[src/shared/sfpp_pkg.sv]
/*
  Constants, types and register map of the sector flash program controller.
  Assumes a 25 MHz pclk; every cycle count below except SET_CYC is derived from that rate.
*/
package sfpp_pkg;

  // ----------------------------------------------------------------
  // Clock and timing
  // ----------------------------------------------------------------
  localparam int CLK_NS = 40;
  localparam int T_WP_NS = 200;
  localparam int T_WPH_NS = 200;
  localparam int T_ACC_NS = 120;
  localparam int T_OEHP_NS = 150;
  localparam int LOAD_GAP_US = 150;
  localparam int PROG_MAX_MS = 20;
  localparam int SET_CYC_I = 2;
  localparam logic [11:0] SET_CYC = 12'(SET_CYC_I);
  localparam logic [11:0] WP_CYC = 12'((T_WP_NS + CLK_NS - 1) / CLK_NS);
  localparam logic [11:0] WPH_CYC = 12'((T_WPH_NS + CLK_NS - 1) / CLK_NS);
  // One extra cycle because the data pins are registered before use
  localparam logic [11:0] RD_CYC = 12'((T_ACC_NS + CLK_NS - 1) / CLK_NS + 1);
  localparam logic [11:0] OEHP_CYC = 12'((T_OEHP_NS + CLK_NS - 1) / CLK_NS);
  localparam logic [11:0] BLC_WAIT_CYC = 12'((LOAD_GAP_US * 1000 + CLK_NS - 1) / CLK_NS);
  localparam logic [11:0] BLC_GAP_CYC = 12'((LOAD_GAP_US * 1000) / CLK_NS);
  localparam int TWC_CYC = (PROG_MAX_MS * 1000000) / CLK_NS;

  // ----------------------------------------------------------------
  // Flash command sequences
  // ----------------------------------------------------------------
  localparam logic [15:0] CMD_ADDR_A = 16'h5555;
  localparam logic [15:0] CMD_ADDR_B = 16'h2AAA;
  localparam logic [7:0] CMD_UNLOCK_A = 8'hAA;
  localparam logic [7:0] CMD_UNLOCK_B = 8'h55;
  localparam logic [7:0] CMD_PROTECT = 8'hA0;
  localparam logic [7:0] CMD_ID_ENTRY = 8'h90;
  localparam logic [7:0] CMD_ID_EXIT = 8'hF0;
  localparam int SECTOR_BYTES = 128;
  localparam int SECT_LSB = 7;
  localparam int TOGGLE_BIT = 6;
  localparam logic [7:0] STEP_DATA0 = 8'h03;
  localparam logic [7:0] STEP_PROG_END = 8'(3 + SECTOR_BYTES);
  localparam logic [7:0] STEP_ID_MAKER = 8'h03;
  localparam logic [7:0] STEP_ID_PART = 8'h04;
  localparam logic [7:0] STEP_ID_END = 8'h08;
  localparam logic [7:0] STEP_RD_END = 8'h01;

  // ----------------------------------------------------------------
  // Register map, one 32-bit word each
  // ----------------------------------------------------------------
  localparam logic [7:0] REG_CMD = 8'h00;
  localparam logic [7:0] REG_ADDR = 8'h04;
  localparam logic [7:0] REG_BUFDATA = 8'h08;
  localparam logic [7:0] REG_BUFIDX = 8'h0C;
  localparam logic [7:0] REG_STATUS = 8'h10;
  localparam logic [7:0] REG_RDATA = 8'h14;
  localparam logic [7:0] REG_ISTAT = 8'h18;
  localparam logic [7:0] REG_IMASK = 8'h1C;
  localparam logic [1:0] OPC_PROG = 2'h1;
  localparam logic [1:0] OPC_ID = 2'h2;
  localparam logic [1:0] OPC_READ = 2'h3;
  localparam int IRQ_DONE = 0;
  localparam int IRQ_TMO = 1;
  localparam int IRQ_REFUSED = 2;
  localparam logic [2:0] IMASK_RESET = 3'h0;

  typedef enum logic [2:0] {
    S_IDLE, S_WSET, S_WLOW, S_WHIGH, S_RLOW, S_RHIGH, S_BLC
  } sfpp_state_e;

  typedef enum logic [1:0] {OP_NONE, OP_PROG, OP_ID, OP_READ} sfpp_op_e;

endpackage : sfpp_pkg

[src/rtl/sfpp_buf.sv]
/*
  Sector data buffer: 128 bytes, one write port, one registered read port.
  Assumes the reader allows one cycle from address to data.
*/
`timescale 1ns/1ps
module sfpp_buf (
  input wire logic pclk,
  input wire logic clk_en,
  input wire logic wr_en,
  input wire logic [6:0] wr_idx,
  input wire logic [7:0] wr_data,
  input wire logic [6:0] rd_idx,
  output logic [7:0] rd_data
);
  logic [7:0] mem [0:127];

  always_ff @(posedge pclk) begin
    if (clk_en) begin
      if (wr_en) begin
        mem[wr_idx] <= wr_data;
      end
      rd_data <= mem[rd_idx];
    end
  end
endmodule : sfpp_buf

[src/rtl/sfpp_ctrl.sv]
/*
  Host-side controller for a byte-wide sector-programmed flash: APB register
  file, protected sector load, toggle-bit completion polling, product ID read.
  Assumes flash inputs are synchronous to pclk and the flash is on alone.
*/
// The APB slave port and the placing of the registers were left to the implementer.
`timescale 1ns/1ps
// Notes on behaviour
// Output enable high while write strobes low
// Same sector address at every strobe fall
// Unloaded sector bytes end up undefined
// Device relocks after each program cycle
// Always load all 128 bytes
// Byte loads spaced under load timeout
// Toggling output enable yields toggle status
// Only toggle bit change matters, not value
// Polling address held constant
// Device leaves ID mode at power loss
// ID read: address bit 0 picks code
// Exit sequence restores normal array operation
// Device erases then programs by itself
// Poll bit reads complement while busy
// Command prefix first, no access until done
module sfpp_ctrl
  import sfpp_pkg::*;
#(
  parameter int PROG_TIMEOUT_CYC = TWC_CYC
) (
  input wire logic pclk,
  input wire logic presetn,
  input wire logic clk_en,
  input wire logic psel,
  input wire logic penable,
  input wire logic pwrite,
  input wire logic [7:0] paddr,
  input wire logic [31:0] pwdata,
  output logic [31:0] prdata,
  output logic pready,
  output logic pslverr,
  output logic irq,
  output logic [15:0] flash_addr,
  output logic [7:0] flash_dq_o,
  output logic flash_dq_oe,
  input wire logic [7:0] flash_dq_i,
  output logic flash_ce_n,
  output logic flash_oe_n,
  output logic flash_we_n
);

  // ----------------------------------------------------------------
  // State
  // ----------------------------------------------------------------
  typedef struct packed {
    sfpp_state_e state;
    sfpp_op_e op;
    logic [7:0] step;
    logic [11:0] cnt;
    logic [18:0] tmo;
    logic polling;
    logic have_prev;
    logic prev_t;
    logic [15:0] ctl_addr;
    logic [6:0] bidx;
    logic [7:0] rbyte;
    logic [7:0] maker;
    logic [7:0] part;
    logic [2:0] istat;
    logic [2:0] imask;
    logic [31:0] prdata;
    logic pready;
    logic pslverr;
    logic irq;
    logic [15:0] f_addr;
    logic [7:0] f_dq;
    logic f_oe;
    logic ce_n;
    logic oe_n;
    logic we_n;
  } sfpp_st_s;

  sfpp_st_s st_reg;
  sfpp_st_s st_next;
  logic [7:0] buf_rd_data;
  logic [7:0] data_idx;
  logic acc_wr;
  logic acc_rd;
  logic busy;
  logic buf_wr;
  logic [2:0] ev;

  assign busy = (st_reg.state != S_IDLE);
  assign acc_wr = psel && penable && st_reg.pready && pwrite;
  assign acc_rd = psel && penable && st_reg.pready && !pwrite;
  // Buffer is frozen while an operation runs
  assign buf_wr = acc_wr && (paddr == REG_BUFDATA) && !busy;
  assign data_idx = st_reg.step - STEP_DATA0;

  sfpp_buf sfpp_buf_i (
    .pclk(pclk),
    .clk_en(clk_en),
    .wr_en(buf_wr),
    .wr_idx(st_reg.bidx),
    .wr_data(pwdata[7:0]),
    .rd_idx(data_idx[6:0]),
    .rd_data(buf_rd_data)
  );

  // ----------------------------------------------------------------
  // Step decode
  // ----------------------------------------------------------------
  function automatic logic step_is_read(sfpp_op_e op, logic [7:0] step);
    step_is_read = (op == OP_READ) ||
                   ((op == OP_ID) && (step == STEP_ID_MAKER || step == STEP_ID_PART));
  endfunction : step_is_read

  function automatic logic [7:0] step_end(sfpp_op_e op);
    unique case (op)
      OP_PROG: step_end = STEP_PROG_END;
      OP_ID: step_end = STEP_ID_END;
      default: step_end = STEP_RD_END;
    endcase
  endfunction : step_end

  // Three-write unlock prefix, shared by protect, ID entry and ID exit
  function automatic logic [15:0] cmd_addr(logic [7:0] k);
    cmd_addr = (k == 8'h01) ? CMD_ADDR_B : CMD_ADDR_A;
  endfunction : cmd_addr

  function automatic logic [7:0] cmd_data(logic [7:0] k, logic [7:0] last);
    unique case (k)
      8'h00: cmd_data = CMD_UNLOCK_A;
      8'h01: cmd_data = CMD_UNLOCK_B;
      default: cmd_data = last;
    endcase
  endfunction : cmd_data

  // ----------------------------------------------------------------
  // Next state
  // ----------------------------------------------------------------
  always_comb begin
    logic [7:0] nstep;
    logic sample;
    nstep = st_reg.step + 8'h01;
    sample = 1'b0;
    ev = 3'h0;
    st_next = st_reg;
    st_next.pready = psel && !penable && !st_reg.pready;
    st_next.pslverr = 1'b0;

    // APB register access
    if (psel && !penable && !st_reg.pready) begin
      st_next.prdata = 32'h0000_0000;
      unique case (paddr)
        REG_CMD, REG_BUFDATA: st_next.prdata = 32'h0000_0000;
        REG_ADDR: st_next.prdata = {16'h0000, st_reg.ctl_addr};
        REG_BUFIDX: st_next.prdata = {25'h0, st_reg.bidx};
        REG_STATUS: st_next.prdata = {29'h0, st_reg.polling, st_reg.op == OP_PROG, busy};
        REG_RDATA: st_next.prdata = {8'h00, st_reg.part, st_reg.maker, st_reg.rbyte};
        REG_ISTAT: st_next.prdata = {29'h0, st_reg.istat};
        REG_IMASK: st_next.prdata = {29'h0, st_reg.imask};
        default: st_next.pslverr = 1'b1;
      endcase
    end else if (st_reg.pready) begin
      st_next.pslverr = st_reg.pslverr;
    end
    if (acc_wr && !busy) begin
      unique case (paddr)
        REG_ADDR: st_next.ctl_addr = pwdata[15:0];
        REG_BUFIDX: st_next.bidx = pwdata[6:0];
        REG_BUFDATA: st_next.bidx = st_reg.bidx + 7'h01;
        default: ;
      endcase
    end
    if (acc_wr && paddr == REG_IMASK) begin
      st_next.imask = pwdata[2:0];
    end
    if (acc_wr && paddr == REG_CMD) begin
      if (busy || pwdata[1:0] == 2'h0) begin
        ev[IRQ_REFUSED] = 1'b1;
      end else begin
        st_next.op = (pwdata[1:0] == OPC_PROG) ? OP_PROG :
                     (pwdata[1:0] == OPC_ID) ? OP_ID : OP_READ;
        st_next.step = 8'h00;
        st_next.cnt = 12'h000;
        st_next.tmo = 19'h0;
        st_next.polling = 1'b0;
        st_next.have_prev = 1'b0;
        st_next.ce_n = 1'b0;
        st_next.state = (pwdata[1:0] == OPC_READ) ? S_RLOW : S_WSET;
      end
    end

    // Flash sequencer
    unique case (st_reg.state)
      S_IDLE: ;
      S_WSET: begin
        st_next.cnt = st_reg.cnt + 12'h001;
        st_next.oe_n = 1'b1;
        if (st_reg.op == OP_PROG && st_reg.step >= STEP_DATA0) begin
          st_next.f_addr = {st_reg.ctl_addr[15:SECT_LSB], data_idx[6:0]};
          st_next.f_dq = buf_rd_data;
        end else if (st_reg.op == OP_PROG) begin
          st_next.f_addr = cmd_addr(st_reg.step);
          st_next.f_dq = cmd_data(st_reg.step, CMD_PROTECT);
        end else begin
          st_next.f_addr = cmd_addr(st_reg.step > STEP_ID_PART ? st_reg.step - 8'h05 : st_reg.step);
          st_next.f_dq = (st_reg.step > STEP_ID_PART) ?
                         cmd_data(st_reg.step - 8'h05, CMD_ID_EXIT) :
                         cmd_data(st_reg.step, CMD_ID_ENTRY);
        end
        st_next.f_oe = 1'b1;
        if (st_reg.cnt == SET_CYC - 12'h001) begin
          st_next.cnt = 12'h000;
          st_next.we_n = 1'b0;
          st_next.state = S_WLOW;
        end
      end
      S_WLOW: begin
        st_next.cnt = st_reg.cnt + 12'h001;
        if (st_reg.cnt == WP_CYC - 12'h001) begin
          st_next.cnt = 12'h000;
          st_next.we_n = 1'b1;
          st_next.state = S_WHIGH;
        end
      end
      S_WHIGH: begin
        st_next.cnt = st_reg.cnt + 12'h001;
        if (st_reg.cnt == WPH_CYC - 12'h001) begin
          st_next.cnt = 12'h000;
          st_next.f_oe = 1'b0;
          st_next.step = nstep;
          if (st_reg.op == OP_PROG && nstep == STEP_PROG_END) begin
            st_next.state = S_BLC;
          end else if (nstep == step_end(st_reg.op)) begin
            st_next.state = S_IDLE;
            st_next.ce_n = 1'b1;
            ev[IRQ_DONE] = 1'b1;
          end else begin
            st_next.state = step_is_read(st_reg.op, nstep) ? S_RLOW : S_WSET;
          end
        end
      end
      S_BLC: begin
        // Loading ends only when the device sees a gap this long
        st_next.cnt = st_reg.cnt + 12'h001;
        st_next.tmo = st_reg.tmo + 19'h1;
        if (st_reg.cnt == BLC_WAIT_CYC - 12'h001) begin
          st_next.cnt = 12'h000;
          st_next.polling = 1'b1;
          st_next.f_addr = {st_reg.ctl_addr[15:SECT_LSB], 7'h00};
          st_next.state = S_RLOW;
        end
      end
      S_RLOW: begin
        st_next.cnt = st_reg.cnt + 12'h001;
        st_next.tmo = st_reg.polling ? st_reg.tmo + 19'h1 : st_reg.tmo;
        st_next.oe_n = 1'b0;
        if (!st_reg.polling && st_reg.cnt == 12'h000) begin
          st_next.f_addr = (st_reg.op == OP_READ) ? st_reg.ctl_addr :
                           {15'h0000, st_reg.step == STEP_ID_PART};
        end
        if (st_reg.cnt == RD_CYC) begin
          sample = 1'b1;
          st_next.cnt = 12'h000;
          st_next.oe_n = 1'b1;
          st_next.state = S_RHIGH;
        end
      end
      S_RHIGH: begin
        st_next.cnt = st_reg.cnt + 12'h001;
        st_next.tmo = st_reg.polling ? st_reg.tmo + 19'h1 : st_reg.tmo;
        if (st_reg.cnt == OEHP_CYC - 12'h001) begin
          st_next.cnt = 12'h000;
          if (st_reg.polling) begin
            // Done once two reads agree; the level itself means nothing
            if (st_reg.have_prev && (st_reg.prev_t == st_reg.rbyte[TOGGLE_BIT])) begin
              st_next.state = S_IDLE;
              st_next.polling = 1'b0;
              st_next.ce_n = 1'b1;
              ev[IRQ_DONE] = 1'b1;
            end else if (32'(st_reg.tmo) >= PROG_TIMEOUT_CYC) begin
              st_next.state = S_IDLE;
              st_next.polling = 1'b0;
              st_next.ce_n = 1'b1;
              ev[IRQ_TMO] = 1'b1;
            end else begin
              st_next.state = S_RLOW;
            end
            st_next.have_prev = 1'b1;
            st_next.prev_t = st_reg.rbyte[TOGGLE_BIT];
          end else begin
            st_next.step = nstep;
            if (nstep == step_end(st_reg.op)) begin
              st_next.state = S_IDLE;
              st_next.ce_n = 1'b1;
              ev[IRQ_DONE] = 1'b1;
            end else begin
              st_next.state = step_is_read(st_reg.op, nstep) ? S_RLOW : S_WSET;
            end
          end
        end
      end
    endcase
    if (sample) begin
      if (st_reg.op == OP_ID && st_reg.step == STEP_ID_MAKER) begin
        st_next.maker = flash_dq_i;
      end else if (st_reg.op == OP_ID) begin
        st_next.part = flash_dq_i;
      end else begin
        st_next.rbyte = flash_dq_i;
      end
    end

    // Sticky events, set beats a same-cycle clear
    if (acc_wr && paddr == REG_ISTAT) begin
      st_next.istat = st_reg.istat & ~pwdata[2:0];
    end
    st_next.istat = st_next.istat | ev;
    st_next.irq = |(st_next.istat & st_next.imask);
  end

  always_ff @(posedge pclk or negedge presetn) begin
    if (!presetn) begin
      st_reg <= '{state: S_IDLE, op: OP_NONE, imask: IMASK_RESET,
                  ce_n: 1'b1, oe_n: 1'b1, we_n: 1'b1, default: '0};
    end else if (clk_en) begin
      st_reg <= st_next;
    end
  end

  assign prdata = st_reg.prdata;
  assign pready = st_reg.pready;
  assign pslverr = st_reg.pslverr;
  assign irq = st_reg.irq;
  assign flash_addr = st_reg.f_addr;
  assign flash_dq_o = st_reg.f_dq;
  assign flash_dq_oe = st_reg.f_oe;
  assign flash_ce_n = st_reg.ce_n;
  assign flash_oe_n = st_reg.oe_n;
  assign flash_we_n = st_reg.we_n;

  // ----------------------------------------------------------------
  // Checks
  // ----------------------------------------------------------------
  logic [11:0] gap_cnt;
  always_ff @(posedge pclk or negedge presetn) begin
    if (!presetn) begin
      gap_cnt <= 12'h000;
    end else if (clk_en) begin
      gap_cnt <= (st_reg.we_n && !st_next.we_n) ? 12'h000 : gap_cnt + 12'h001;
    end
  end

  chk_oe_during_write: assert property (@(posedge pclk) disable iff (!presetn)
    (!flash_we_n && !flash_ce_n) |-> flash_oe_n)
    else $error("output enable low during write strobe");

  chk_sector_addr_hold: assert property (@(posedge pclk) disable iff (!presetn)
    ($fell(flash_we_n) && st_reg.op == OP_PROG && st_reg.step >= STEP_DATA0)
      |-> flash_addr[15:SECT_LSB] == st_reg.ctl_addr[15:SECT_LSB])
    else $error("sector address differs at strobe fall");

  chk_full_load_count: assert property (@(posedge pclk) disable iff (!presetn)
    (st_reg.state == S_BLC && $past(st_reg.state) == S_WHIGH)
      |-> st_reg.step == STEP_PROG_END)
    else $error("program started without a full sector load");

  chk_load_gap_bound: assert property (@(posedge pclk) disable iff (!presetn)
    ($fell(flash_we_n) && st_reg.op == OP_PROG && st_reg.step > 8'h00)
      |-> $past(gap_cnt) < BLC_GAP_CYC)
    else $error("byte load gap exceeded load timeout");

  chk_poll_oe_pulse: assert property (@(posedge pclk) disable iff (!presetn)
    ($rose(flash_oe_n) && st_reg.polling && clk_en) |-> flash_oe_n [*3])
    else $error("poll output enable high pulse too short");

  chk_done_two_reads: assert property (@(posedge pclk) disable iff (!presetn)
    ($fell(st_reg.polling) && $past(st_reg.state) == S_RHIGH)
      |-> $past(st_reg.have_prev))
    else $error("completion declared from a single read");

  chk_poll_addr_fixed: assert property (@(posedge pclk) disable iff (!presetn)
    (st_reg.polling && $past(st_reg.polling)) |-> $stable(flash_addr))
    else $error("poll address changed");

  chk_no_write_polling: assert property (@(posedge pclk) disable iff (!presetn)
    (st_reg.polling || st_reg.state == S_BLC) |-> (flash_we_n && !flash_dq_oe))
    else $error("flash access issued before completion");

endmodule : sfpp_ctrl

[config.mk]
export PLATFORM = sky130hd
export DESIGN_NAME = sfpp_ctrl
export DESIGN_NICKNAME = d
export VERILOG_FILES = /design/src/shared/sfpp_pkg.sv /design/src/rtl/sfpp_buf.sv /design/src/rtl/sfpp_ctrl.sv
export SDC_FILE = /design/constraint.sdc
export NUM_CORES = 1
export LEC_CHECK = 0
export ABC_AREA = 1
export BUFFER_PORTS_ARGS = -buffer_cell sky130_fd_sc_hd__buf_2
export CORE_MARGIN = 2
export CORE_UTILIZATION = 50
export CTS_BUF_LIST = sky130_fd_sc_hd__clkbuf_16
export CTS_CLUSTER_SIZE = 25
export DETAILED_ROUTE_END_ITERATION = 6
export GPL_TIMING_DRIVEN = 0
export PLACE_DENSITY = 0.75
export SLEW_MARGIN = 5
export SYNTH_ARGS = -nofsm -noshare
export SYNTH_HDL_FRONTEND = slang
export SYNTH_HIERARCHICAL = 1
export SYNTH_SLANG_ARGS = --single-unit
[constraint.sdc]
create_clock -name pclk -period 4.61 [get_ports pclk]
set_clock_uncertainty 0.1 [all_clocks]
set_input_delay 0.6915 -clock pclk [delete_from_list [all_inputs] [get_ports pclk]]
set_output_delay 0.6915 -clock pclk [all_outputs]
set_load 0.05 [all_outputs]
* Yosys cells after proc, flatten, opt, wreduce, memory -nomap -nowiden
Memories as Yosys holds them, arrays and structs flattened. A register that Yosys moved wholly into a read port is not among the register bits.
Cells that the tools add are included.
** Word-level totals
- Bits in writable memories :: 1024
- Word-level logic and storage cells :: 240
- Flip-flop bits (word level) :: 163
- Output and inout port bits :: 63
- Memories :: 1
** Operators by class
- Bitwise logic cells :: 7
- Reductions and logical operators :: 57
- $add $sub $neg :: 6
- Muxes and demuxes :: 98
- Magnitude comparators :: 3
- Eq/ne operators :: 43
** Memories
- sfpp_buf_i.mem :: depth 128, width 8, read ports 1, clocked after memory_dff 1, wr ports 1, line sfpp_buf.sv:15 : logic [7:0] mem [0:127];
** Operator list (count)
- $pmux W24 S6 :: 1
- $mux W46 :: 2
- $pmux W8 S2 :: 5
- $mux W8 :: 9
- $pmux W12 S5 :: 1
- $mux W3 :: 18
- $mux W16 :: 3
- $pmux W16 S3 :: 1
- $mux W20 :: 2
- $pmux W19 S2 :: 1
- $mux W12 :: 3
- $mux W1 :: 35
- $eq A8 B5 Y1 const B :: 4
- $mux W15 :: 2
- $eq A8 B1 Y1 const B :: 3
- $eq A8 B3 Y1 const B :: 3
- $logic_not A8 Y1 :: 3
- $mux W24 :: 1
- $reduce_and A4 Y1 :: 6
- $mux W23 :: 1
- $add A19 B1 Y19 const B :: 1
- $ge A19 B19 Y1 const B :: 1
- $mux W19 :: 1
- $pmux W3 S6 :: 1
- other kinds (45) :: 106

* Depth between registers and ports, before layout
Gate-level depths: netlist of the first run.
- Depth after elaboration :: 14
- Depth in mapped cells :: 18
- Mapped depth without buffers :: 17

* Cells and area by module
Netlist of the first run, hierarchy kept.
** By module, submodules not included
- sfpp_buf :: seq. area each 30989.7 µm², times used 1, cells an instance 3577, area each 42393.2 µm²
- sfpp_ctrl :: seq. area each 3882.5 µm², times used 1, cells an instance 1285, area each 9420.3 µm²

* Least setup slack after synthesis of the first run
OpenSTA, ideal clock, no wires.
- Path type :: input -> register
- From :: input paddr[1]
- To :: memory sfpp_buf_i.mem[105][0], enable pin
- Slack :: 1.494 ns
- Cell stages on the path :: 15
- Arrival :: 2.646 ns
- Required time :: 4.140 ns
- Cell sequence :: nor2_1 -> inv_1 -> nor2_1 -> inv_1 -> nor2_1 -> inv_1 -> nor2_1 -> inv_1 -> nor2_1 -> nand2_1 -> inv_1 -> clkbuf_1 -> nand2_1 -> clkbuf_1 -> nor2_1
** Between the ends
- Cells in the longest elaborated chain, start to end :: 6
** Ends and longest elaborated chain
- from (decl) :: line sfpp_ctrl.sv:35 : input wire logic [7:0] paddr,
- $eq A8 B4 Y1 :: line sfpp_ctrl.sv:95 : assign buf_wr = acc_wr && (paddr == REG_BUFDATA) && !busy;
- $logic_and A1 B1 Y1 (2 in a row) :: line sfpp_ctrl.sv:95
- net buf_wr :: line sfpp_ctrl.sv:88 : logic buf_wr;
- $mux W1 :: line sfpp_buf.sv:19 : if (wr_en) begin
- $mux W1 :: line sfpp_buf.sv:18 : if (clk_en) begin
- $mux W1 (implied by the code) :: line sfpp_buf.sv:20 : mem[wr_idx] <= wr_data;
- to (decl) :: line sfpp_buf.sv:15
The timed path passes the listed nets, and every way through them passes these cells.

* Final worst setup path of the first run
- From :: input paddr[1]
- To :: memory sfpp_buf_i.mem[37][0], enable pin
Same word-level chain as after synthesis.

==> impl_table.tex, run 1 <==
\begin{tabular}{lr}
\hline
Metric & Value \\
\hline
\multicolumn{2}{l}{\textbf{Floorplan}} \\
\quad Height of the chip & 326 um \\
\quad Area enclosed by the die boundary & $\sim$110000 um2 \\
\quad Top-Level Pins & $\sim$120 \\
\quad Starting density of the core & roughly half \\
\quad Number of core rows & between 100 and 150 \\
\quad X dimension of the die & between 300 and 400 um \\
\quad Area of the core & between 100000 and 150000 um2 \\
\multicolumn{2}{l}{\textbf{Flow run}} \\
\quad Max-capacitance violation count & 0 \\
\multicolumn{2}{l}{\textbf{Place}} \\
\quad Post-DP HPWL & $\sim$110 mm \\
\quad PortBufs & around 90 \\
\quad Gpl congestion & 1.00 \\
\quad Number of cells after detailed placement & approximately 6400 \\
\quad Worst setup slack after placement & -0.446 ns \\
\quad Cell Area, Placed & about 54000 um2 \\
\multicolumn{2}{l}{\textbf{STA}} \\
\quad F\_max & approximately 220 MHz \\
\quad Worst hold slack & $\sim$0.11 ns \\
\quad Slew Limit Headroom & 6.87\% \\
\quad Setup repair after global routing missed its margin & no \\
\quad Min Tclk post-route & 4.54 ns \\
\quad Final number of hold-violating endpoints & 0 \\
\quad Max-slew violation total from the final report & 0 \\
\quad Setup violations, final & 0 \\
\quad Worst path setup slack after routing & roughly 0.073 ns \\
\quad Worst Max-Slew Pin Slew & 1.40 ns \\
\quad Setup TNS & 0 ns \\
\quad Final period utilization & 98.4\% \\
\multicolumn{2}{l}{\textbf{Clocking}} \\
\quad Clock tree from TritonCTS & yes \\
\quad CTS sink count & roughly 1200 \\
\quad Setup Buffers After CTS & 0 \\
\quad Number of CTS-inserted buffers & $\sim$120 \\
\quad Post-CTS clock slew at the launch and capture registers of the worst setup and hold paths & $\sim$0.06 ns \\
\quad CTS HTree Levels & 3 \\
\quad Insertion delay of the later-clocked pin in the worst-skew pair & 0.71 ns \\
\quad CTS max path bufs & 3 \\
\quad Root buffer selected by CTS & sky130\_fd\_sc\_hd\_\_clkbuf\_16 \\
\multicolumn{2}{l}{\textbf{Min path}} \\
\quad Origin of the worst min-delay path & pwdata[13] \\
\quad Number of instances on the worst hold path & 3 \\
\quad Tightest Hold Check Type & primary input to flip-flop \\
\quad End of the worst hold path & st\_reg[113]\$\_DFFE\_PN0P\_ \\
\multicolumn{2}{l}{\textbf{Worst setup path}} \\
\quad Data required time of the worst path & approximately 4.8 ns \\
\quad Count of cells along the worst register-to-register path & 13 \\
\quad Arrival time at the worst endpoint & approximately 4.8 ns \\
\quad Worst setup EP type & flip-flop \\
\quad Capture point of the worst reg-to-reg path & sfpp\_buf\_i/rd\_data[2]\$\_DFFE\_PP\_ \\
\quad Peak fanout along the critical path & 10 \\
\quad Kind of start point of the critical path & primary input \\
\quad FF-to-FF Start & st\_reg[151]\$\_DFFE\_PN0P\_ \\
\quad Critical path class & primary input to flip-flop \\
\quad Worst-case register-to-register setup slack & approximately 0.22 ns \\
\multicolumn{2}{l}{\textbf{Global route}} \\
\quad Maximum number of pins on one net before global-route repair & 115 \\
\quad All-layer global routing usage & between 20\% and 30\% \\
\quad Antenna violations before repair & 2 \\
\quad First-pass GRT wire length & 231 mm \\
\quad GRT Residual Overflow & 0 \\
\quad Via count of the first global-routing pass & between 30000 and 40000 \\
\multicolumn{2}{l}{\textbf{Drt}} \\
\quad WL per Instance & 24.2 um \\
\quad Vias/cell & approximately 5.9 \\
\quad Remaining design rule violation count & 0 \\
\quad Wirelength, routed & 159 mm \\
\quad Pre-Repair DR Iteration Count & 6 \\
\quad First DRT Iteration DRCs & roughly 5700 \\
\quad Via Count & a little under 40000 \\
\quad Post-route ant nets & 0 \\
\multicolumn{2}{l}{\textbf{Cells and area}} \\
\quad Final core utilization & 56.1\% \\
\quad Number of antenna cells inserted & 0 \\
\quad Max FFs per register & approximately 1000 \\
\quad Layout overhead on the synthesized area & 11.7\% \\
\quad Final instance count without filler cells & 6566 \\
\quad Area taken by multi-input logic gates & about 14000 um2 \\
\quad Fraction of layout instances using a drive strength above 1 & $\sim$11\% \\
\quad Seq. cell area & around 35000 um2 \\
\quad Filler cells & between 8000 and 9000 \\
\quad Fin nets & roughly 5200 \\
\quad Fin area & just under 60000 um2 \\
\multicolumn{2}{l}{\textbf{Yosys}} \\
\quad Portion of the post-synthesis area used by sequential elements & between 60 and 70\% \\
\quad Total standard cell area after synthesis & 51800 um2 \\
\quad Async set-reset flop share out of synthesis & 13.1\% \\
\quad Leading area contributor after synthesis & sky130\_fd\_sc\_hd\_\_edfxtp\_1 \\
\quad Cell with the most instances after synthesis & sky130\_fd\_sc\_hd\_\_nand2\_1 \\
\quad Area share of the largest cell type after synthesis & 59.8\% \\
\quad Most frequent cells after synthesis & sky130\_fd\_sc\_hd\_\_nand2\_1 (1537), sky130\_fd\_sc\_hd\_\_edfxtp\_1 (1032), sky130\_fd\_sc\_hd\_\_nand3\_1 (1012) \\
\quad Distinct cell type count after synthesis & 56 \\
\quad Cell types with the largest area share after synthesis & sky130\_fd\_sc\_hd\_\_edfxtp\_1 (60\%), sky130\_fd\_sc\_hd\_\_nand2\_1 (11\%), sky130\_fd\_sc\_hd\_\_nand3\_1 (9.8\%) \\
\quad Post-synthesis instance total & between 4000 and 5000 \\
\quad Number of flip-flops and latches in the synthesized netlist & between 1000 and 1500 \\
\quad Number of enable flip-flop cells after synthesis & slightly above 1000 \\
\quad Average instance area after synthesis & roughly 11 um2 \\
\quad Synthesis Warnings & 6 \\
\quad Main synth FF type & sky130\_fd\_sc\_hd\_\_edfxtp\_1 \\
\multicolumn{2}{l}{\textbf{Power and ir drop}} \\
\quad Leakage Power & around 22 nW \\
\quad IR Drop Worst-Case VDD & 488 uV \\
\quad Power density over the cells & 642 nW/um2 \\
\quad Design Power & approximately 37 mW \\
\multicolumn{2}{l}{\textbf{Run status}} \\
\quad Run status & finished, final reports clean \\
\hline
\end{tabular}
-- routing by layer --
metal | part of all wire (%) | vias to the layer above | routed length [um] | global-route usage (%)
li1 | - | 17180 | - | -
met5 | 0 | - | 0 | 0
met4 | 6.4 | 0 | 10100 | 16.0
met3 | 13 | 515 | 20100 | 7.10
met1 | 36 | 18517 | 56900 | 38.2
met2 | 45 | 2685 | 71800 | 45.6
-- worst max path at each step --
stage / startpoint / endpoint / slack [ns]
final: paddr[1] / sfpp_buf_i/mem[37][0]$_DFFE_PP_ / 0.07
after floorplan: paddr[1] / sfpp_buf_i/mem[105][0]$_DFFE_PP_ / 1.49
after CTS: paddr[1] / sfpp_buf_i/mem[53][0]$_DFFE_PP_ / 0.28
after detailed placement: paddr[1] / sfpp_buf_i/mem[53][0]$_DFFE_PP_ / -0.45
after global placement: pwdata[1] / st_reg[148]$_DFFE_PN0P_ / -0.52
after global routing: paddr[1] / sfpp_buf_i/mem[37][0]$_DFFE_PP_ / 0.004
-- power breakdown --
group	switching (mW)	leakage [nW]	total, mW	internal (mW)
clock network	3.99	1.86	8.84	4.85
registers	0.210	11.2	12.2	12.0
logic	11.9	9.26	16.1	4.22
-- logic make-up after synthesis --
kind of cell / Yosys count / synth area share [%]
and+or+nand+nor: 2902 / 24.1
DFF: 1187 / 67.3
buffers and inverters: 503 / 5.45
AOI/OAI and AO/OA: 244 / 2.64
adders and majority gates: 13 / 0.314
xor gates and xnor gates: 12 / 0.203
other: 1 / 0.00724
-- final cells by class --
type / instances / area share [%]
flip-flops and latches: 1187 / 60.3
well taps: 1380 / 2.98
clock buffers: 119 / 5.15
clock inverters: 96 / 0.893
inverters: 185 / 1.22
plain buffers: 318 / 3.65
multi-input cells: 3179 / 24.5
repair buffers: 102 / 1.35
-- worst max-delay path, stage by stage --
cell and delay (ns):
sky130_fd_sc_hd__buf_2 0.09, sky130_fd_sc_hd__nor2_1 0.25, sky130_fd_sc_hd__inv_1 0.10, sky130_fd_sc_hd__nor2_1 0.25
sky130_fd_sc_hd__inv_1 0.07, sky130_fd_sc_hd__nor2_1 0.14, sky130_fd_sc_hd__inv_1 0.13, sky130_fd_sc_hd__nor2_1 0.14
sky130_fd_sc_hd__inv_1 0.09, sky130_fd_sc_hd__nor2_1 0.10, sky130_fd_sc_hd__nand2_1 0.07, sky130_fd_sc_hd__inv_1 0.19
sky130_fd_sc_hd__clkbuf_1 0.38, sky130_fd_sc_hd__nand2_1 0.38, sky130_fd_sc_hd__clkbuf_1 0.67, sky130_fd_sc_hd__nor2_1 1.01
-- placed cells by master (no fill, tap or decap), types with 11 or more instances in the layout --
| master | synthesis | layout |
|---|---|---|
| sky130_fd_sc_hd__o21ai_0 | 108 | 108 |
| sky130_fd_sc_hd__nor2_2 | 7 | 14 |
| sky130_fd_sc_hd__nor2_1 | 257 | 250 |
| sky130_fd_sc_hd__dfrtp_1 | 152 | 152 |
| sky130_fd_sc_hd__a21oi_1 | 65 | 65 |
| sky130_fd_sc_hd__nand2_1 | 1537 | 1537 |
| sky130_fd_sc_hd__xor2_1 | 11 | 11 |
| sky130_fd_sc_hd__clkinv_1 | 1 | 33 |
| sky130_fd_sc_hd__buf_6 | 62 | 70 |
| sky130_fd_sc_hd__clkinv_2 | 1 | 16 |
| sky130_fd_sc_hd__buf_1 | 18 | 18 |
| sky130_fd_sc_hd__buf_2 | 111 | 194 |
| sky130_fd_sc_hd__inv_2 | 15 | 15 |
| sky130_fd_sc_hd__clkbuf_16 | 0 | 119 |
| sky130_fd_sc_hd__clkbuf_1 | 47 | 47 |
| sky130_fd_sc_hd__o21ai_1 | 16 | 16 |
| sky130_fd_sc_hd__ha_1 | 13 | 13 |
| sky130_fd_sc_hd__nand3_1 | 1012 | 1012 |
| sky130_fd_sc_hd__buf_4 | 78 | 78 |
| sky130_fd_sc_hd__o22ai_1 | 18 | 18 |
| sky130_fd_sc_hd__nor3_1 | 35 | 35 |
| sky130_fd_sc_hd__edfxtp_1 | 1032 | 1032 |
| sky130_fd_sc_hd__nand4_1 | 15 | 15 |
| sky130_fd_sc_hd__inv_1 | 165 | 203 |
-- repair_timing --
item | CTS | global route
gates resized for setup | 0 | 7
setup endpoints to repair | 0 | 36
hold buffers | 1 | 0
endpoints found under the hold margin | 40 | 0
Note: power is estimated with default switching activity, not from simulation.
==> run 2, diff against run 1 <==
--- a/config.mk
+++ b/config.mk
@@ -7,13 +7,12 @@
 export LEC_CHECK = 0
 export ABC_AREA = 1
 export BUFFER_PORTS_ARGS = -buffer_cell sky130_fd_sc_hd__buf_2
-export CORE_MARGIN = 2
 export CORE_UTILIZATION = 50
 export CTS_BUF_LIST = sky130_fd_sc_hd__clkbuf_16
 export CTS_CLUSTER_SIZE = 25
 export DETAILED_ROUTE_END_ITERATION = 6
 export GPL_TIMING_DRIVEN = 0
-export PLACE_DENSITY = 0.75
+export PLACE_DENSITY_LB_ADDON = 0.3
 export SLEW_MARGIN = 5
 export SYNTH_ARGS = -nofsm -noshare
 export SYNTH_HDL_FRONTEND = slang
==> run 2 against run 1 <==
Effect of this change: die area down 1.2%; cell area up 0.63%; power up 1.1%; critical endpoint is now sfpp_buf_i/mem[55][1]$_DFFE_PP_; largest cell class unchanged.
==> impl_table.tex, run 2 (synthesis gave the netlist of run 1 again) <==
\begin{tabular}{lr}
\hline
Metric & Value \\
\hline
\multicolumn{2}{l}{\textbf{Run status}} \\
\quad Run status & finished, final reports clean \\
\multicolumn{2}{l}{\textbf{Cells and area}} \\
\quad Fin nets & 5161 (+0.078\%) \\
\quad Max FFs per register & 1024 (unchanged) \\
\quad Fraction of layout instances using a drive strength above 1 & 11.5\% (+0.42 points) \\
\quad Layout overhead on the synthesized area & 12.4\% \\
\quad Final core utilization & 57.0\% (+0.92 points) \\
\quad Most common cell after layout, fill and taps aside & sky130\_fd\_sc\_hd\_\_nand2\_1 \\
\quad Number of antenna cells inserted & 0 (unchanged) \\
\quad Most used cells in the layout excluding fill and tap cells & sky130\_fd\_sc\_hd\_\_nand2\_1 (1537), sky130\_fd\_sc\_hd\_\_edfxtp\_1 (1032), sky130\_fd\_sc\_hd\_\_nand3\_1 (1012), sky130\_fd\_sc\_hd\_\_nor2\_1 (251), sky130\_fd\_sc\_hd\_\_buf\_2 (194) \\
\quad Final instance count without filler cells & 6555 (-0.17\%) \\
\multicolumn{2}{l}{\textbf{Floorplan}} \\
\quad Area enclosed by the die boundary & 105000 um2 (-1.2\%) \\
\quad Height of the chip & 324 um (-0.61\%) \\
\quad Starting density of the core & 50.7\% (+0.50 points) \\
\quad Top-Level Pins & 117 (unchanged) \\
\quad Area of the core & 102000 um2 (-0.99\%) \\
\quad Number of core rows & 117 (-0.85\%) \\
\quad X dimension of the die & 324 um (-0.61\%) \\
\multicolumn{2}{l}{\textbf{STA}} \\
\quad Setup TNS & 0 ns (unchanged) \\
\quad Final number of hold-violating endpoints & 0 (unchanged) \\
\quad Worst Max-Slew Pin Slew & 1.45 ns (+0.0500 ns) \\
\quad Worst hold slack & 0.120 ns (+0.00803 ns) \\
\quad Setup violations, final & 0 (unchanged) \\
\quad Final period utilization & 98.3\% (-0.15 points) \\
\quad Worst path setup slack after routing & 0.0798 ns (+0.00673 ns) \\
\quad Slew Limit Headroom & 3.54\% (-3.3 points) \\
\quad Max-slew violation total from the final report & 0 (unchanged) \\
\quad Min Tclk post-route & 4.53 ns (-0.00673 ns) \\
\quad F\_max & 221 MHz (+0.15\%) \\
\quad Setup repair after global routing missed its margin & no \\
\multicolumn{2}{l}{\textbf{Global route}} \\
\quad First-pass GRT wire length & 230 mm (-0.34\%) \\
\quad GRT Residual Overflow & 0 (unchanged) \\
\quad Maximum number of pins on one net before global-route repair & 106 (-7.8\%) \\
\quad Via count of the first global-routing pass & 35414 (-2.3\%) \\
\quad All-layer global routing usage & 30.3\% (+0.94 points) \\
\quad Antenna violations before repair & 1 (-1) \\
\multicolumn{2}{l}{\textbf{Drt}} \\
\quad Remaining design rule violation count & 0 (unchanged) \\
\quad Pre-Repair DR Iteration Count & 6 (unchanged) \\
\quad Wirelength, routed & 159 mm (about the same) \\
\quad First DRT Iteration DRCs & 4905 (-13\%) \\
\quad Vias/cell & 5.80 (-2.2\%) \\
\quad WL per Instance & 24.2 um (+0.14\%) \\
\quad Via Count & 37987 (-2.3\%) \\
\quad Post-route ant nets & 0 (unchanged) \\
\multicolumn{2}{l}{\textbf{Worst setup path}} \\
\quad Sequence of cells on the critical path & buf\_2, nor2\_1, inv\_1, nor2\_1, inv\_1, nor2\_1, inv\_1, nor2\_1, inv\_1, nor2\_1, nand2\_1, inv\_1, clkbuf\_1, nand2\_1, clkbuf\_1, nor2\_1 \\
\quad FF-to-FF Start & st\_reg[162]\$\_DFFE\_PN0P\_ \\
\quad Peak fanout along the critical path & 10 (unchanged) \\
\quad Worst setup EP type & flip-flop \\
\quad Most frequent cell on the critical path & sky130\_fd\_sc\_hd\_\_nor2\_1 \\
\quad Slowest cell delay on critical path & 1.16 ns (+0.15 ns) \\
\quad Arrival time at the worst endpoint & 4.77 ns (about the same) \\
\quad Kind of start point of the critical path & primary input \\
\quad Master of the slowest instance on the critical path & sky130\_fd\_sc\_hd\_\_nor2\_1 \\
\quad Capture point of the worst reg-to-reg path & sfpp\_buf\_i/mem[55][1]\$\_DFFE\_PP\_ \\
\quad Worst-case register-to-register setup slack & 0.37 ns (+0.15 ns) \\
\quad Worst path top cell family by delay & simple AND/OR/NAND/NOR gates \\
\quad Number of buffers and inverters on the critical path & 8 (unchanged) \\
\quad Count of cells along the worst register-to-register path & 11 (-2) \\
\quad Data required time of the worst path & 4.85 ns (+0.02 ns) \\
\quad Critical path class & primary input to flip-flop \\
\multicolumn{2}{l}{\textbf{Power and ir drop}} \\
\quad IR Drop Worst-Case VDD & 417 uV (-14\%) \\
\quad Power density over the cells & 645 nW/um2 (+0.47\%) \\
\quad Leakage Power & 22.4 nW (+0.35\%) \\
\multicolumn{2}{l}{\textbf{Clocking}} \\
\quad Clock tree from TritonCTS & yes \\
\quad CTS max path bufs & 3 (unchanged) \\
\quad Post-CTS clock slew at the launch and capture registers of the worst setup and hold paths & 0.06 ns (about the same) \\
\quad CTS HTree Levels & 3 (unchanged) \\
\quad CTS sink count & 1187 (unchanged) \\
\quad Insertion delay of the later-clocked pin in the worst-skew pair & 0.74 ns (+0.03 ns) \\
\quad Root buffer selected by CTS & sky130\_fd\_sc\_hd\_\_clkbuf\_16 \\
\quad Setup Buffers After CTS & 0 (unchanged) \\
\quad Number of CTS-inserted buffers & 118 (+0.85\%) \\
\multicolumn{2}{l}{\textbf{Place}} \\
\quad Gpl congestion & 1.02 (+1.1\%) \\
\quad Number of cells after detailed placement & 6340 (-0.16\%) \\
\quad Worst setup slack after placement & -0.390 ns (+0.0564 ns) \\
\quad Post-DP HPWL & 112 mm (+2.5\%) \\
\quad PortBufs & 92 (unchanged) \\
\multicolumn{2}{l}{\textbf{Flow run}} \\
\quad Max-capacitance violation count & 0 (unchanged) \\
\multicolumn{2}{l}{\textbf{Min path}} \\
\quad Origin of the worst min-delay path & pwdata[9] \\
\quad Number of instances on the worst hold path & 3 (unchanged) \\
\quad End of the worst hold path & st\_reg[109]\$\_DFFE\_PN0P\_ \\
\quad Tightest Hold Check Type & primary input to flip-flop \\
\hline
\end{tabular}
==> run 2: how the worst max path moves through the flow <==
stage                                                   to  depth (start not counted)     start
after CTS                  sfpp_buf_i/mem[52][4]$_DFFE_PP_                         16  paddr[1]
after floorplan           sfpp_buf_i/mem[105][0]$_DFFE_PP_                         15  paddr[1]
after global routing       sfpp_buf_i/mem[53][2]$_DFFE_PP_                         16  paddr[1]
final                      sfpp_buf_i/mem[55][1]$_DFFE_PP_                         16  paddr[1]
after detailed placement   sfpp_buf_i/mem[52][5]$_DFFE_PP_                         16  paddr[1]
after global placement    sfpp_buf_i/mem[107][5]$_DFFE_PP_                         16  paddr[1]
==> run 2: area by class of cell <==
| class | instances | area (um2) |
|---|---|---|
| fillers | 8605 | 44000 |
| inverters | 185 | 708 |
| flip-flops and latches | 1187 | 34900 |
| plain buffers | 318 | 2110 |
| multi-input cells | 3179 | 14200 |
| repair buffers | 105 | 808 |
| clock buffers | 118 | 2950 |
| well taps | 1368 | 1710 |
| clock inverters | 95 | 895 |
==> run 2: where the power goes <==
part	switching, mW	total, mW	internal, mW
sequential	0.208	12.2	12.0
clock	4.18	9.52	5.34
combinational	11.6	15.8	4.22
total	16.0	37.5	21.6
==> run 2: timing repair <==
item,in CTS,in global routing
setup endpoints to repair,0,8
endpoints found under the hold margin,68,0
gates resized for setup,0,1
hold buffers,1,0
==> run 2: metal layers <==
metal | track usage (%) | wire length (um) | up-vias
met5 | 0 | 0 | -
met4 | 15.3 | 8870 | 0
met3 | 4.10 | 15000 | 375
met2 | 48.0 | 73400 | 2173
met1 | 41.1 | 61700 | 18233
li1 | - | - | 17206
==> run 2: stage by stage <==
step           cell area (um2)  total power, mW
5_1_grt                  58200             38.8
2_1_floorplan            51800             21.7
6_report                 58200             37.5
3_5_place_dp             54300             27.6
4_1_cts                  58200             37.1
3_3_place_gp             54000             27.5
==> run 2: worst register-to-register path, cell delays in order (launching register included) <==
cell and delay (ns):
sky130_fd_sc_hd__dfrtp_1 0.48, sky130_fd_sc_hd__inv_4 0.15, sky130_fd_sc_hd__nand3_4 0.12, sky130_fd_sc_hd__nor2_1 0.15, sky130_fd_sc_hd__inv_1 0.07, sky130_fd_sc_hd__nor2_1 0.11, sky130_fd_sc_hd__nand2_1 0.06, sky130_fd_sc_hd__inv_1 0.22
sky130_fd_sc_hd__clkbuf_1 0.36, sky130_fd_sc_hd__nand2_1 0.33, sky130_fd_sc_hd__clkbuf_1 0.53, sky130_fd_sc_hd__nor2_1 1.17
